$ cat src/common/ctfrc_pkg.sv
// Shared constants for the channel thermal fault restart control block
package ctfrc_pkg;
	localparam int         NUM_CH          = 4;
	localparam int         CH_IDX_W        = 2;
	localparam int         DATA_W          = 8;
	localparam int         ADDR_W          = 6;
	localparam int         DUR_W           = 6;
	// Command operating codes
	localparam logic [1:0] OP_WRITE        = 2'h0;
	localparam logic [1:0] OP_READ         = 2'h1;
	localparam logic [1:0] OP_RDCLR        = 2'h2;
	localparam logic [1:0] OP_DEVINFO      = 2'h3;
	// Register addresses and command data patterns
	localparam logic [5:0] ADDR_CFG_BASE   = 6'h10;
	localparam logic [5:0] ADDR_LCLR_BASE  = 6'h20;
	localparam logic [5:0] ADDR_FB_STATUS  = 6'h30;
	localparam logic [5:0] ADDR_LOFF_STAT  = 6'h31;
	localparam logic [5:0] ADDR_ALL        = 6'h3f;
	localparam logic [7:0] DATA_ALL_ONES   = 8'hff;
	localparam logic [7:0] DATA_ZERO       = 8'h00;
	// Field positions and reset values
	localparam int         GSB_LOFF_BIT    = 2;
	localparam int         GSB_TSD_BIT     = 4;
	localparam int         CFG_LATCH_BIT   = 7;
	localparam logic [7:0] CFG_RESET       = 8'h00;
	// Restart window tick
	localparam int         CLK_MHZ         = 50;
	localparam int         TICK_TIME_US    = 1000;
	localparam int         TICK_CYCLES     = TICK_TIME_US * CLK_MHZ;

	typedef enum logic [1:0] {
		ST_ON,
		ST_OFF_AUTO,
		ST_OFF_LATCH
	} ctfrc_prot_t;
endpackage

$ cat src/design/ctfrc_channel.sv
// One channel's protective shutdown and restart sequencer
`timescale 1ns/10ps
`default_nettype none
module ctfrc_channel
	import ctfrc_pkg::*;
(
	input  wire logic             i_ref_clk,
	input  wire logic             i_nrst,
	input  wire logic             i_tick,
	input  wire logic             i_limp,
	input  wire logic             i_latch_policy,
	input  wire logic [DUR_W-1:0] i_duration,
	input  wire logic             i_policy_chg,
	input  wire logic             i_ot,
	input  wire logic             i_ot_below_restart,
	input  wire logic             i_ot_below_status,
	input  wire logic             i_pl,
	input  wire logic             i_pl_below_restart,
	input  wire logic             i_loff_clear,
	input  wire logic             i_pl_status_clr,
	output logic                  o_enable,
	output logic                  o_ot_status,
	output logic                  o_pl_status,
	output logic                  o_loff_flag
);
	ctfrc_prot_t      state_q, state_d;
	logic [DUR_W-1:0] win_cnt_q;
	logic             win_run_q, win_exp_q;
	logic             ot_cause_q, pl_cause_q, clr_pend_q;
	logic             ot_stat_q, pl_stat_q, loff_q;

	wire trip      = (state_q == ST_ON) && (i_ot || i_pl);
	wire cool      = (!ot_cause_q || i_ot_below_restart) &&
	                 (!pl_cause_q || i_pl_below_restart);
	wire go_latch  = !i_limp && (i_latch_policy || win_exp_q);
	wire win_load  = trip && !win_run_q && !win_exp_q && !i_limp &&
	                 !i_latch_policy;
	wire win_last  = win_run_q && i_tick && (win_cnt_q <= DUR_W'(1));
	wire to_on     = (state_d == ST_ON) && (state_q != ST_ON);
	wire to_latch  = (state_d == ST_OFF_LATCH) && (state_q != ST_OFF_LATCH);

	// Off-state selection and restart conditions
	always_comb begin
		state_d = state_q;
		unique case (state_q)
			ST_ON: begin
				if (trip)
					state_d = go_latch ? ST_OFF_LATCH : ST_OFF_AUTO; // RL2 RL12
			end
			ST_OFF_AUTO: begin
				if (go_latch)
					state_d = ST_OFF_LATCH; // RL11
				else if (cool)
					state_d = ST_ON; // RL6 RL14
			end
			ST_OFF_LATCH: begin
				if (i_limp)
					state_d = ST_OFF_AUTO; // RL4
				else if (cool && clr_pend_q)
					state_d = ST_ON; // RL8 RL17
			end
		endcase
	end

	always_ff @(posedge i_ref_clk or negedge i_nrst) begin
		if (!i_nrst) begin
			state_q <= ST_ON;
		end else begin
			state_q <= state_d;
		end
	end

	// Restart window, armed at the first shutdown after a policy change
	always_ff @(posedge i_ref_clk or negedge i_nrst) begin
		if (!i_nrst) begin
			win_cnt_q <= '0;
			win_run_q <= 1'b0;
			win_exp_q <= 1'b0;
		end else if (i_policy_chg) begin
			win_run_q <= 1'b0; // RL18
			win_exp_q <= 1'b0;
		end else if (win_load) begin
			win_cnt_q <= i_duration; // RL18
			win_run_q <= (i_duration != '0);
			win_exp_q <= (i_duration == '0);
		end else if (win_last) begin
			win_run_q <= 1'b0; // RL11
			win_exp_q <= 1'b1;
		end else if (win_run_q && i_tick) begin
			win_cnt_q <= win_cnt_q - DUR_W'(1);
		end
	end

	// Causes, clear request and status flags; a set beats a clear, except that a restart drops the clear request
	always_ff @(posedge i_ref_clk or negedge i_nrst) begin
		if (!i_nrst) begin
			ot_cause_q <= 1'b0;
			pl_cause_q <= 1'b0;
			clr_pend_q <= 1'b0;
			ot_stat_q  <= 1'b0;
			pl_stat_q  <= 1'b0;
			loff_q     <= 1'b0;
		end else begin
			ot_cause_q <= !to_on && (ot_cause_q || (i_ot && state_d != ST_ON));
			pl_cause_q <= !to_on && (pl_cause_q || (i_pl && state_d != ST_ON));
			clr_pend_q <= !to_on && (clr_pend_q ||
			              (i_loff_clear && state_q == ST_OFF_LATCH)); // RL8
			ot_stat_q  <= i_ot || (ot_stat_q &&
			              !(i_ot_below_status && state_q == ST_ON)); // RL1 RL7
			pl_stat_q  <= i_pl || (pl_stat_q &&
			              !(i_pl_status_clr && state_q == ST_ON)); // RL15 RL16
			loff_q     <= to_latch || (loff_q && !i_loff_clear); // RL9
		end
	end

	assign o_enable    = (state_q == ST_ON);
	assign o_ot_status = ot_stat_q;
	assign o_pl_status = pl_stat_q;
	assign o_loff_flag = loff_q;
endmodule // ctfrc_channel
`default_nettype wire

$ cat src/design/ctfrc_top.sv
// Function
// RL1: Flag overtemperature above shutdown threshold
// RL2: Overtemperature turns channel off, sets feedback
// RL3: Overtemperature sets status bit 4, error
// RL4: Limp-home forces unlimited auto-restart
// RL5: Normal mode selects latch-off or timed
// RL6: Auto-restart resumes below restart temperature
// RL7: Overtemp status clears below reset temperature
// RL8: Latch-off needs cooling and clear write
// RL9: Clear write drops latch flag, bit 2
// RL10: Bit 2 stays while other latches active
// RL11: Timed restart expires into latch-off
// RL12: Power limit turns channel off, flags
// RL13: Power limit sets status bit 4, error
// RL14: Power limit auto-restart below restart threshold
// RL15: Power limit status cleared only by command
// RL16: Read-and-clear clears bits given as ones
// RL17: Power limit latch-off needs cooling, write
// RL18: Window counter loaded at shutdown, policy resets
// RL19: Enable, watchdog, software reset enter limp-home
`timescale 1ns/10ps
`default_nettype none
module ctfrc_top
	import ctfrc_pkg::*;
#(
	parameter int P_NUM_CH      = NUM_CH,
	parameter int P_TICK_CYCLES = TICK_CYCLES
) (
	input  wire logic                i_ref_clk,
	input  wire logic                i_nrst,
	input  wire logic [P_NUM_CH-1:0] i_ot_over_tsd,
	input  wire logic [P_NUM_CH-1:0] i_ot_below_restart,
	input  wire logic [P_NUM_CH-1:0] i_ot_below_status_reset,
	input  wire logic [P_NUM_CH-1:0] i_pl_over_threshold,
	input  wire logic [P_NUM_CH-1:0] i_pl_below_restart,
	input  wire logic                i_enable,
	input  wire logic                i_watchdog_toggle_timeout,
	input  wire logic                i_enter_normal,
	input  wire logic                i_cmd_valid,
	input  wire logic [1:0]          i_cmd_op,
	input  wire logic [ADDR_W-1:0]   i_cmd_addr,
	input  wire logic [DATA_W-1:0]   i_cmd_data,
	output logic [DATA_W-1:0]        o_rsp_data,
	output logic [DATA_W-1:0]        o_global_status_byte,
	output logic                     o_global_error,
	output logic [P_NUM_CH-1:0]      o_ch_enable,
	output logic                     o_limp_home
);
	localparam int SYNC_W = 5 * P_NUM_CH;
	localparam int TICK_W = $clog2(P_TICK_CYCLES);

	if (P_NUM_CH < 1 || P_NUM_CH > (1 << CH_IDX_W)) begin : g_bad_ch
		$error("P_NUM_CH must be 1 to 4");
	end
	if (P_TICK_CYCLES < 2) begin : g_bad_tick
		$error("P_TICK_CYCLES must be at least 2");
	end

	// Comparator inputs: three stages, a change counts when the last two stages agree
	logic [SYNC_W-1:0] s1_q, s2_q, s3_q, filt_q;
	wire  [SYNC_W-1:0] raw = {i_pl_below_restart, i_pl_over_threshold,
	                          i_ot_below_status_reset, i_ot_below_restart,
	                          i_ot_over_tsd};
	wire  [SYNC_W-1:0] filt_d = (s2_q & s3_q) | (filt_q & (s2_q | s3_q));

	always_ff @(posedge i_ref_clk or negedge i_nrst) begin
		if (!i_nrst) begin
			s1_q   <= '0;
			s2_q   <= '0;
			s3_q   <= '0;
			filt_q <= '0;
		end else begin
			s1_q   <= raw;
			s2_q   <= s1_q;
			s3_q   <= s2_q;
			filt_q <= filt_d; // RL1
		end
	end

	wire [P_NUM_CH-1:0] ot_s     = filt_q[0 +: P_NUM_CH];
	wire [P_NUM_CH-1:0] ot_rst_s = filt_q[P_NUM_CH +: P_NUM_CH];
	wire [P_NUM_CH-1:0] ot_sts_s = filt_q[2*P_NUM_CH +: P_NUM_CH];
	wire [P_NUM_CH-1:0] pl_s     = filt_q[3*P_NUM_CH +: P_NUM_CH];
	wire [P_NUM_CH-1:0] pl_rst_s = filt_q[4*P_NUM_CH +: P_NUM_CH];

	// Command decode
	wire [CH_IDX_W-1:0] idx      = i_cmd_addr[CH_IDX_W-1:0];
	wire                is_write = i_cmd_valid && (i_cmd_op == OP_WRITE);
	wire                is_rdclr = i_cmd_valid && (i_cmd_op == OP_RDCLR);
	wire                in_cfg   = i_cmd_addr[ADDR_W-1:CH_IDX_W] ==
	                               ADDR_CFG_BASE[ADDR_W-1:CH_IDX_W];
	wire                in_lclr  = i_cmd_addr[ADDR_W-1:CH_IDX_W] ==
	                               ADDR_LCLR_BASE[ADDR_W-1:CH_IDX_W];
	wire                sw_reset = i_cmd_valid && (i_cmd_op == OP_DEVINFO) &&
	                               (i_cmd_addr == ADDR_ALL) &&
	                               (i_cmd_data != DATA_ALL_ONES);
	wire                clr_fb   = is_rdclr && (i_cmd_addr == ADDR_FB_STATUS);
	wire                clr_all  = is_rdclr && (i_cmd_addr == ADDR_ALL);
	wire [P_NUM_CH-1:0] pl_clr   = clr_all ? {P_NUM_CH{1'b1}} :
	                               (clr_fb ? i_cmd_data[P_NUM_CH-1:0] :
	                               {P_NUM_CH{1'b0}}); // RL16

	// Operating mode: limp-home after reset, normal on request
	logic limp_q;
	wire  limp_entry = !limp_q &&
	                   (!i_enable || i_watchdog_toggle_timeout || sw_reset);

	always_ff @(posedge i_ref_clk or negedge i_nrst) begin
		if (!i_nrst) begin
			limp_q <= 1'b1;
		end else if (limp_entry) begin
			limp_q <= 1'b1; // RL19
		end else if (i_enter_normal) begin
			limp_q <= 1'b0;
		end
	end

	// Restart window tick
	logic [TICK_W-1:0] tick_cnt_q;
	wire               tick = (tick_cnt_q == TICK_W'(P_TICK_CYCLES - 1));

	always_ff @(posedge i_ref_clk or negedge i_nrst) begin
		if (!i_nrst) begin
			tick_cnt_q <= '0;
		end else begin
			tick_cnt_q <= tick ? '0 : tick_cnt_q + TICK_W'(1);
		end
	end

	// Per-channel policy registers and sequencers
	logic [DATA_W-1:0]   cfg_q [P_NUM_CH];
	logic [P_NUM_CH-1:0] ot_stat, pl_stat, loff_flag, ch_en;

	for (genvar c = 0; c < P_NUM_CH; c++) begin : g_ch
		wire sel     = (idx == CH_IDX_W'(c));
		wire cfg_wr  = is_write && in_cfg && sel;
		wire lclr_wr = is_write && in_lclr && sel;
		wire chg     = sw_reset || (cfg_wr && (i_cmd_data != cfg_q[c]));

		always_ff @(posedge i_ref_clk or negedge i_nrst) begin
			if (!i_nrst) begin
				cfg_q[c] <= CFG_RESET;
			end else if (sw_reset) begin
				cfg_q[c] <= CFG_RESET;
			end else if (cfg_wr) begin
				cfg_q[c] <= i_cmd_data; // RL5
			end
		end

		ctfrc_channel u_ch (
			.i_ref_clk          (i_ref_clk),
			.i_nrst             (i_nrst),
			.i_tick             (tick),
			.i_limp             (limp_q),
			.i_latch_policy     (cfg_q[c][CFG_LATCH_BIT]),
			.i_duration         (cfg_q[c][DUR_W-1:0]),
			.i_policy_chg       (chg),
			.i_ot               (ot_s[c]),
			.i_ot_below_restart (ot_rst_s[c]),
			.i_ot_below_status  (ot_sts_s[c]),
			.i_pl               (pl_s[c]),
			.i_pl_below_restart (pl_rst_s[c]),
			.i_loff_clear       (lclr_wr),
			.i_pl_status_clr    (pl_clr[c]),
			.o_enable           (ch_en[c]),
			.o_ot_status        (ot_stat[c]),
			.o_pl_status        (pl_stat[c]),
			.o_loff_flag        (loff_flag[c])
		);
	end

	// Status views
	wire [P_NUM_CH-1:0] fb_status = ot_stat | pl_stat; // RL2 RL12
	wire                any_fb    = |fb_status;
	wire                any_loff  = |loff_flag;
	logic [DATA_W-1:0]  global_status_byte;

	always_comb begin
		global_status_byte               = DATA_ZERO;
		global_status_byte[GSB_TSD_BIT]  = any_fb; // RL3 RL13
		global_status_byte[GSB_LOFF_BIT] = any_loff; // RL10
	end

	wire [DATA_W-1:0] fb_rd   = DATA_W'(fb_status);
	wire [DATA_W-1:0] loff_rd = DATA_W'(loff_flag);
	wire              idx_ok  = (32'(idx) < P_NUM_CH);
	wire [DATA_W-1:0] rd_mux  =
		(i_cmd_op == OP_DEVINFO)        ? DATA_ZERO :
		(i_cmd_addr == ADDR_FB_STATUS)  ? fb_rd :
		(i_cmd_addr == ADDR_LOFF_STAT)  ? loff_rd :
		(in_cfg && idx_ok)              ? cfg_q[idx] : DATA_ZERO;

	// Response holds the register content seen before the command acts
	logic [DATA_W-1:0] rsp_q, gsb_q;
	logic              err_q;

	always_ff @(posedge i_ref_clk or negedge i_nrst) begin
		if (!i_nrst) begin
			rsp_q <= DATA_ZERO;
		end else if (i_cmd_valid) begin
			rsp_q <= rd_mux;
		end
	end

	always_ff @(posedge i_ref_clk or negedge i_nrst) begin
		if (!i_nrst) begin
			gsb_q <= DATA_ZERO;
			err_q <= 1'b0;
		end else begin
			gsb_q <= global_status_byte;
			err_q <= any_fb || any_loff; // RL3 RL13
		end
	end

	assign o_rsp_data           = rsp_q;
	assign o_global_status_byte = gsb_q;
	assign o_global_error       = err_q;
	assign o_ch_enable          = ch_en;
	assign o_limp_home          = limp_q;

	// Per-channel trip, status latching and clearing
	for (genvar c = 0; c < P_NUM_CH; c++) begin : g_chk

	end
endmodule // ctfrc_top
`default_nettype wire

$ cat config.mk
export PLATFORM = sky130hd
export DESIGN_NAME = ctfrc_top
export DESIGN_NICKNAME = d
export VERILOG_FILES = /design/src/common/ctfrc_pkg.sv /design/src/design/ctfrc_channel.sv /design/src/design/ctfrc_top.sv
export SDC_FILE = /design/constraint.sdc
export NUM_CORES = 1
export LEC_CHECK = 0
export BUFFER_PORTS_ARGS = -buffer_cell sky130_fd_sc_hd__buf_2
export CORE_AREA = 4 4 110 191
export DETAILED_ROUTE_END_ITERATION = 7
export DIE_AREA = 0 0 114 195
export PLACE_DENSITY_LB_ADDON = 0.05
export SLEW_MARGIN = 20
export SYNTH_ARGS = -nofsm -noshare
export SYNTH_HDL_FRONTEND = slang
export SYNTH_HIERARCHICAL = 1
export SYNTH_SLANG_ARGS = --single-unit
$ cat constraint.sdc
create_clock -name i_ref_clk -period 8 [get_ports i_ref_clk]
set_input_delay 0.4 -clock i_ref_clk [delete_from_list [all_inputs] [get_ports i_ref_clk]]
set_output_delay 0.4 -clock i_ref_clk [all_outputs]
set_load 0.05 [all_outputs]
==> metrics.cfg, run 1 <==
[status]
status = complete, no violations

[setup_path]
worstPathMaxFanout = 12
path_class = reg -> reg
cp-end-kind = flip-flop
r2r_start = tick_cnt_q[0]
rrSetupSlack_ps = 5390
cp.arrival_ps = 3010
ff2ff_path_depth = 9
start_kind = flip-flop
worstPathRequired_ps = 8400
r2r_end = g_ch[3].u_ch/win_cnt_q[0]

[clocking]
cts_tree = yes
cts_resized = 0
postCtsSetupRepairBufs = 0
htree_levels = 1
clk_latency_ps = 490
hold_buffers = 0
path_clk_slew_ps = 60
cts_made_buffers = 20
cts_root_buf = clkbuf_16
clock_sinks = 204
cts_buffer_depth = 3

[timing]
drv_slew = 0
worst_pin_slew_ps = 1050
hold_viol = 0
rsz0062_at_grt = false
setup_viol_count_final = 0
fin_crit_sh_pct = 32.6
finalCriticalPeriod_ps = 2610
slew_headroom_pct = 29.3
fmax_mhz = 383
fin_tns_setup_ps = 0
finClkSkew_ps = 16.6

[cells_and_area]
nFillCells = 1720
final_cell_area_sq_um = 10800
drive_above_1_share_pct = 14.3
syn_to_final_growth_pct = 13.0
final_common_cell = dfrtp_1
antenna_cells = 0
mostFrequentLayoutCells = dfrtp_1, nor2_1, nand2_1
fin_nets = 1007

[logic_synthesis]
synthArstFlopShare_pct = 100
synth_area_sq_um = 9570
synth_edf_count = 0
yosys_warnings = 6
synth-seq-cells = 204
seq_area_frac_synth_pct = 53.3
ys_types = 78
ys.flop_type = dfrtp_1
syn_area_per_cell_sq_um = 10.8
synth_cells = 890

[hold_path]
hp-class = in -> reg
hold_end = s1_q[11]
hold_depth = 1
worstHoldStart = i_ot_below_status_reset[3]

[drt]
wire_per_inst_microns = 18.5
finalWirelength_mm = 22.3
firstDrtPassIters = 4
first_iter_violations = 355
vias = 6888
via_per_inst = 5.73
drc = 0
postRouteAntennaNets = 0

[place]
dpl_cell_area_sq_um = 10000
numPortBuffers = 57
hpwl_mm = 16.0
routabilityCongestion = 0.871

[grt]
antenna_found_initial = 0
use_met2_pct = 36.6
grt_pass1_wl_mm = 36.3
grt_pass1_vias = 7233
grt_max_degree = 133
met1_usage_pct = 24.1
gr-total-overflow = 0
grtUsageMet3_pct = 3.04
grt_busiest_layer = met2
grt_usage_pct = 20.1

[power]
leakagePower_nw = 5.02
switching_share_pct = 30.0
irDropWorstVdd_uv = 195
comb_power_share_pct = 20.8
p_sw_mw = 0.856
clkPwrFrac_pct = 36.5
p_int_mw = 2.00
cellPowerDensity_nw_per_um2 = 264
p_seq_share_pct = 42.7

[job]
cap_violations = 0

[floorplan]
dieArea_sq_um = 22200
ioPinCount = 64
fp.dieH_microns = 195
start_util_pct = 48.9
chipWidth_microns = 114
core_sq_um = 19600
rows = 68

-- area by class of cell --
cell class | instances | area (sq um) | share of cell area [%]
Clock buffer | 25 | 551 | 5.09
Clock inverter | 11 | 190 | 1.76
Inverter | 51 | 191 | 1.77
Multi-Input combinational cell | 604 | 4110 | 38.0
Sequential cell | 204 | 5110 | 47.2
Tap cell | 245 | 307 | 2.83
Timing Repair Buffer | 63 | 363 | 3.35
-- worst max path at each step --
stage                  startpoint                   endpoint  slack, ps  cells past startpoint
global placement    i_cmd_addr[3]  g_ch[2].u_ch/win_cnt_q[0]       5210                      8
CTS                 tick_cnt_q[0]  g_ch[0].u_ch/win_cnt_q[2]       5370                     10
finish              tick_cnt_q[0]  g_ch[3].u_ch/win_cnt_q[0]       5390                      9
global route        tick_cnt_q[0]  g_ch[1].u_ch/win_cnt_q[0]       5190                      9
floorplan           tick_cnt_q[0]  g_ch[0].u_ch/win_cnt_q[3]       5420                      9
detailed placement  i_cmd_addr[0]  g_ch[0].u_ch/win_cnt_q[3]       5140                      8
-- flip-flops by register name (all words and copies together) (netlist names) --
| register | count |
|---|---|
| cfg_q | 32 |
| filt_q | 20 |
| g_ch.u_ch/clr_pend_q | 4 |
| g_ch.u_ch/o_loff_flag | 4 |
| g_ch.u_ch/o_ot_status | 4 |
| g_ch.u_ch/o_pl_status | 4 |
| g_ch.u_ch/ot_cause_q | 4 |
| g_ch.u_ch/pl_cause_q | 4 |
| g_ch.u_ch/state_q | 8 |
| g_ch.u_ch/win_cnt_q | 24 |
| g_ch.u_ch/win_exp_q | 4 |
| g_ch.u_ch/win_run_q | 4 |
| o_global_error | 1 |
| o_global_status_byte | 2 |
| o_limp_home | 1 |
| o_rsp_data | 8 |
| s1_q | 20 |
| s2_q | 20 |
| s3_q | 20 |
| tick_cnt_q | 16 |
-- logic make-up after synthesis --
family	synth area share (%)
and+or+nand+nor	15.4
DFF	53.3
AOI/OAI and AO/OA	12.9
buffers and inverters	4.23
xor gates and xnor gates	3.84
adders and majority gates	4.84
muxes	5.35
other	0.0392
-- power by group through the flow --
stage / sequential, mW / combinational, mW / clock [mW]
floorplan: 1.21 / 0.444 / 0
global placement: 1.23 / 0.558 / 0
detailed placement: 1.24 / 0.587 / 0
CTS: 1.22 / 0.590 / 1.07
global route: 1.23 / 0.665 / 1.11
finish: 1.22 / 0.594 / 1.04
-- synth_stat cells (all sizes together), types with 4 or more instances --
cell    number  area [sq um]
o31ai       10          75.1
xor2        39           342
nand2       62           233
nand2b       4          25.0
a221oi       4          35.0
nor2        92           353
inv         51           191
nand3       10          55.1
o21a         5          37.5
buf         35           210
nand4        7          43.8
nor4        24           150
a21o         9          67.6
or4          8          75.1
ha          21           263
and2         7          45.1
a22oi        5          37.5
mux4         8           180
or2         12          75.1
a211oi       4          30.0
a311oi       5          43.8
mux2i       32           320
nor3        16          80.1
nor2b        9          56.3
dfrtp      203          5080
nor3b        7          52.6
or3         10          68.8
a32o         4          40.0
a21oi       49           245
o22ai       11          68.8
maj3        20           200
o211ai       7          52.6
o21ai       48           244
-- critical path: stages, from the launching register on --
cell and delay, ps:
dfrtp_1 370, ha_1 250, nand3_1 160, or2_2 330, nor3_1 270, buf_4 280, o211ai_1 110, a21o_1 300
or3_1 380, o21ai_0 90
-- routing by layer --
metal	wire length, microns	part of all wire (%)	vias up
met5	0	0	-
met4	554	2.5	0
met3	1090	4.9	40
met2	11900	54	154
met1	8690	39	3431
li1	-	-	3263
-- per-stage QoR --
stage / util, % / worst slack [ps] / hold slack, ps / total power, mW / cells
after floorplan: - / 5420 / 104 / 1.65 / 895
after global placement: 51.2 / 5210 / 332 / 1.79 / 1165
after detailed placement: 51.2 / 5140 / 335 / 1.82 / 1165
after CTS: 55.0 / 5370 / 2.44 / 2.88 / 1201
after global routing: 55.3 / 5190 / 0.666 / 3.00 / 1203
final: 55.3 / 5390 / 20.1 / 2.86 / 1203
Power figures use the tool's default switching activity.
==> inputs of run 2 (changes only) <==
Clock period 8 ns to 2.5 ns, I/O delays scaled along.
==> run 2 against run 1 <==
Global-route usage up 0.66 points. Clock skew down 6.4 ps. Final cell count increased by 4.4%. Via count up 4.2%. Critical endpoint is now g_ch[1].u_ch/win_cnt_q[0]. Sequential cell count stayed put. Setup slack got worse by 5300 ps. Wire length increased by 2.8%. Power rose to 3.2 times the previous value. Die area unchanged. Critical path type unchanged. Combinational power rose to 3.4 times the previous value. Highest routed layer unchanged.
==> metrics.cfg, run 2 (same netlist as run 1, synthesis figures left out) <==
[place]
dpl_cell_area_sq_um = 10200  ; +2.3%
routabilityCongestion = 0.844  ; -3.1%
numPortBuffers = 57  ; unchanged
hpwl_mm = 16.4  ; +2.7%
pre_cts_ws_ps = 37.4  ; -5100 ps

[drt]
firstDrtPassIters = 5  ; +1
postRouteAntennaNets = 0  ; unchanged
met1_length_mm = 8.93  ; +2.8%
finalWirelength_mm = 22.9  ; +2.8%
routed.top_layer = met4
drc = 0  ; unchanged
first_iter_violations = 582  ; +64%
wl_met2_mm = 12.0  ; +0.47%
met3_length_mm = 1.19  ; +9.6%
vias = 7177  ; +4.2%
via_per_inst = 5.71  ; -0.20%
wire_per_inst_microns = 18.2  ; -1.5%

[setup_path]
rrSetupSlack_ps = 140  ; -5250 ps
ff2ff_path_depth = 9  ; unchanged
cp-end-kind = flip-flop
cp.arrival_ps = 2750  ; -260 ps
worstPathRequired_ps = 2890  ; -5510 ps
worstPathMaxFanout = 12  ; unchanged
path_class = reg -> reg
start_kind = flip-flop

[cells_and_area]
antenna_cells = 0  ; unchanged
nFillCells = 1717  ; -0.17%
drive_above_1_share_pct = 17.3  ; +3.0 points
largestRegisters = cfg_q x32, g_ch.u_ch/win_cnt_q x24
final_cell_area_sq_um = 11300  ; +4.3%
mostFrequentLayoutCells = dfrtp_1, nor2_1, nand2_1
syn_to_final_growth_pct = 17.8
regMostFlops = cfg_q
fin_nets = 1060  ; +5.3%
largest_register_ffs = 32  ; unchanged
final_common_cell = dfrtp_1

[timing]
fin_crit_sh_pct = 94.4  ; +62 points
setup_viol_count_final = 0  ; unchanged
finalCriticalPeriod_ps = 2360  ; -250 ps
slew_headroom_pct = 51.0  ; +22 points
fmax_mhz = 424  ; +11%
fin_tns_setup_ps = 0  ; unchanged
hold_viol = 0  ; unchanged
hold_ws_ps = 37.7  ; +17.7 ps
drv_slew = 0  ; unchanged
worst_pin_slew_ps = 735  ; -314 ps
postLayoutSetupSlackWorst_ps = 139  ; -5250 ps
finClkSkew_ps = 10.1  ; -6.41 ps

[floorplan]
fp.dieH_microns = 195  ; unchanged
dieArea_sq_um = 22200  ; unchanged
rows = 68  ; unchanged
chipWidth_microns = 114  ; unchanged
ioPinCount = 64  ; unchanged
core_sq_um = 19600  ; unchanged
start_util_pct = 48.9  ; unchanged

[power]
leakagePower_nw = 5.27  ; +4.9%
cellPowerDensity_nw_per_um2 = 819  ; +210%
p_seq_share_pct = 42.1  ; -0.6 points
p_sw_mw = 2.74  ; +220%
irDropWorstVdd_uv = 720  ; +270%
switching_share_pct = 29.7  ; -0.31 points
p_int_mw = 6.50  ; +230%
clkPwrFrac_pct = 36.4  ; about the same
p_total_mw = 9.24  ; +220%
comb_power_share_pct = 21.5  ; +0.7 points

[clocking]
cts_tree = yes
htree_levels = 1  ; unchanged
cts_made_buffers = 20  ; unchanged
cts_buffer_depth = 3  ; unchanged
cts_root_buf = clkbuf_16
path_clk_slew_ps = 70  ; about the same
clk_latency_ps = 490  ; about the same
clock_sinks = 204  ; unchanged

[job]
cap_violations = 0  ; unchanged

[grt]
grt_max_degree = 83  ; -38%
antenna_found_initial = 0  ; unchanged
grt_pass1_vias = 7469  ; +3.3%
grt_usage_pct = 20.8  ; +0.66 points
grt_pass1_wl_mm = 37.7  ; +3.9%
gr-total-overflow = 0  ; unchanged

[hold_path]
hp-class = in -> reg
hold_depth = 4  ; +3

[status]
status = complete, no violations

-- run 2: changes by cell type in the layout (fill, tap and decap cells not counted), moves of 2 or more --
cell and change:
a21o_2 +4, nor4_4 -2, clkbuf_8 +6, buf_4 +29
a21o_1 -4, nor4_2 +2, o21ai_0 -2, dlygate4sd3_1 +22
o21ai_1 +2
-- run 2: layout make-up --
class / instances / area (sq um) / area share [%]
Sequential cell: 204 / 5110 / 45.3
Multi-Input combinational cell: 604 / 4110 / 36.5
Timing Repair Buffer: 116 / 808 / 7.17
Clock buffer: 29 / 616 / 5.46
Tap cell: 245 / 307 / 2.72
Inverter: 51 / 191 / 1.70
Clock inverter: 7 / 139 / 1.23
-- run 2: power by group through the flow --
stage / clock (mW) / sequential (mW) / combinational [mW]
global route: 3.60 / 3.93 / 2.22
CTS: 3.46 / 3.89 / 2.00
finish: 3.36 / 3.89 / 1.99
global placement: 0 / 3.93 / 1.86
floorplan: 0 / 3.86 / 1.42
detailed placement: 0 / 3.95 / 1.95
-- run 2: critical path: stages, from the launching register on --
cell and delay [ps]:
dfrtp_1 360, ha_2 220, nand3_1 140, or2_2 350, nor3_4 210, buf_6 170, o211ai_1 90, a21o_2 270
or3_1 360, o21ai_0 90
-- run 2: what timing repair did --
item                                   4_1_cts  5_1_grt
hold buffers                                23        0
buffers inserted                             0        3
resized for setup                            0        9
setup endpoints to repair                    0       14
endpoints found under the hold margin       96        0
-- run 2: final timing paths --
| path | from | endpoint |
|---|---|---|
| max | tick_cnt_q[0] | g_ch[1].u_ch/win_cnt_q[0] |
| min | i_cmd_addr[5] | o_rsp_data[0] |
| max reg2reg | tick_cnt_q[0] | g_ch[1].u_ch/win_cnt_q[0] |
| min reg2reg | s1_q[4] | s2_q[4] |
| max in group asynchronous | i_nrst | o_limp_home |
| min in group asynchronous | i_nrst | g_ch[0].u_ch/win_cnt_q[2] |
-- run 2: layer usage --
metal | vias up | global-route usage [%]
met1 | 3548 | 25.5
met3 | 56 | 3.16
li1 | 3367 | -
met2 | 206 | 36.5
met4 | 0 | 7.88
met5 | - | 0
-- run 2: through the flow --
step,cells,util (%)
CTS,1252,57.4
floorplan,895,-
detailed placement,1193,52.4
global route,1256,57.6
finish,1256,57.6
global placement,1193,52.4
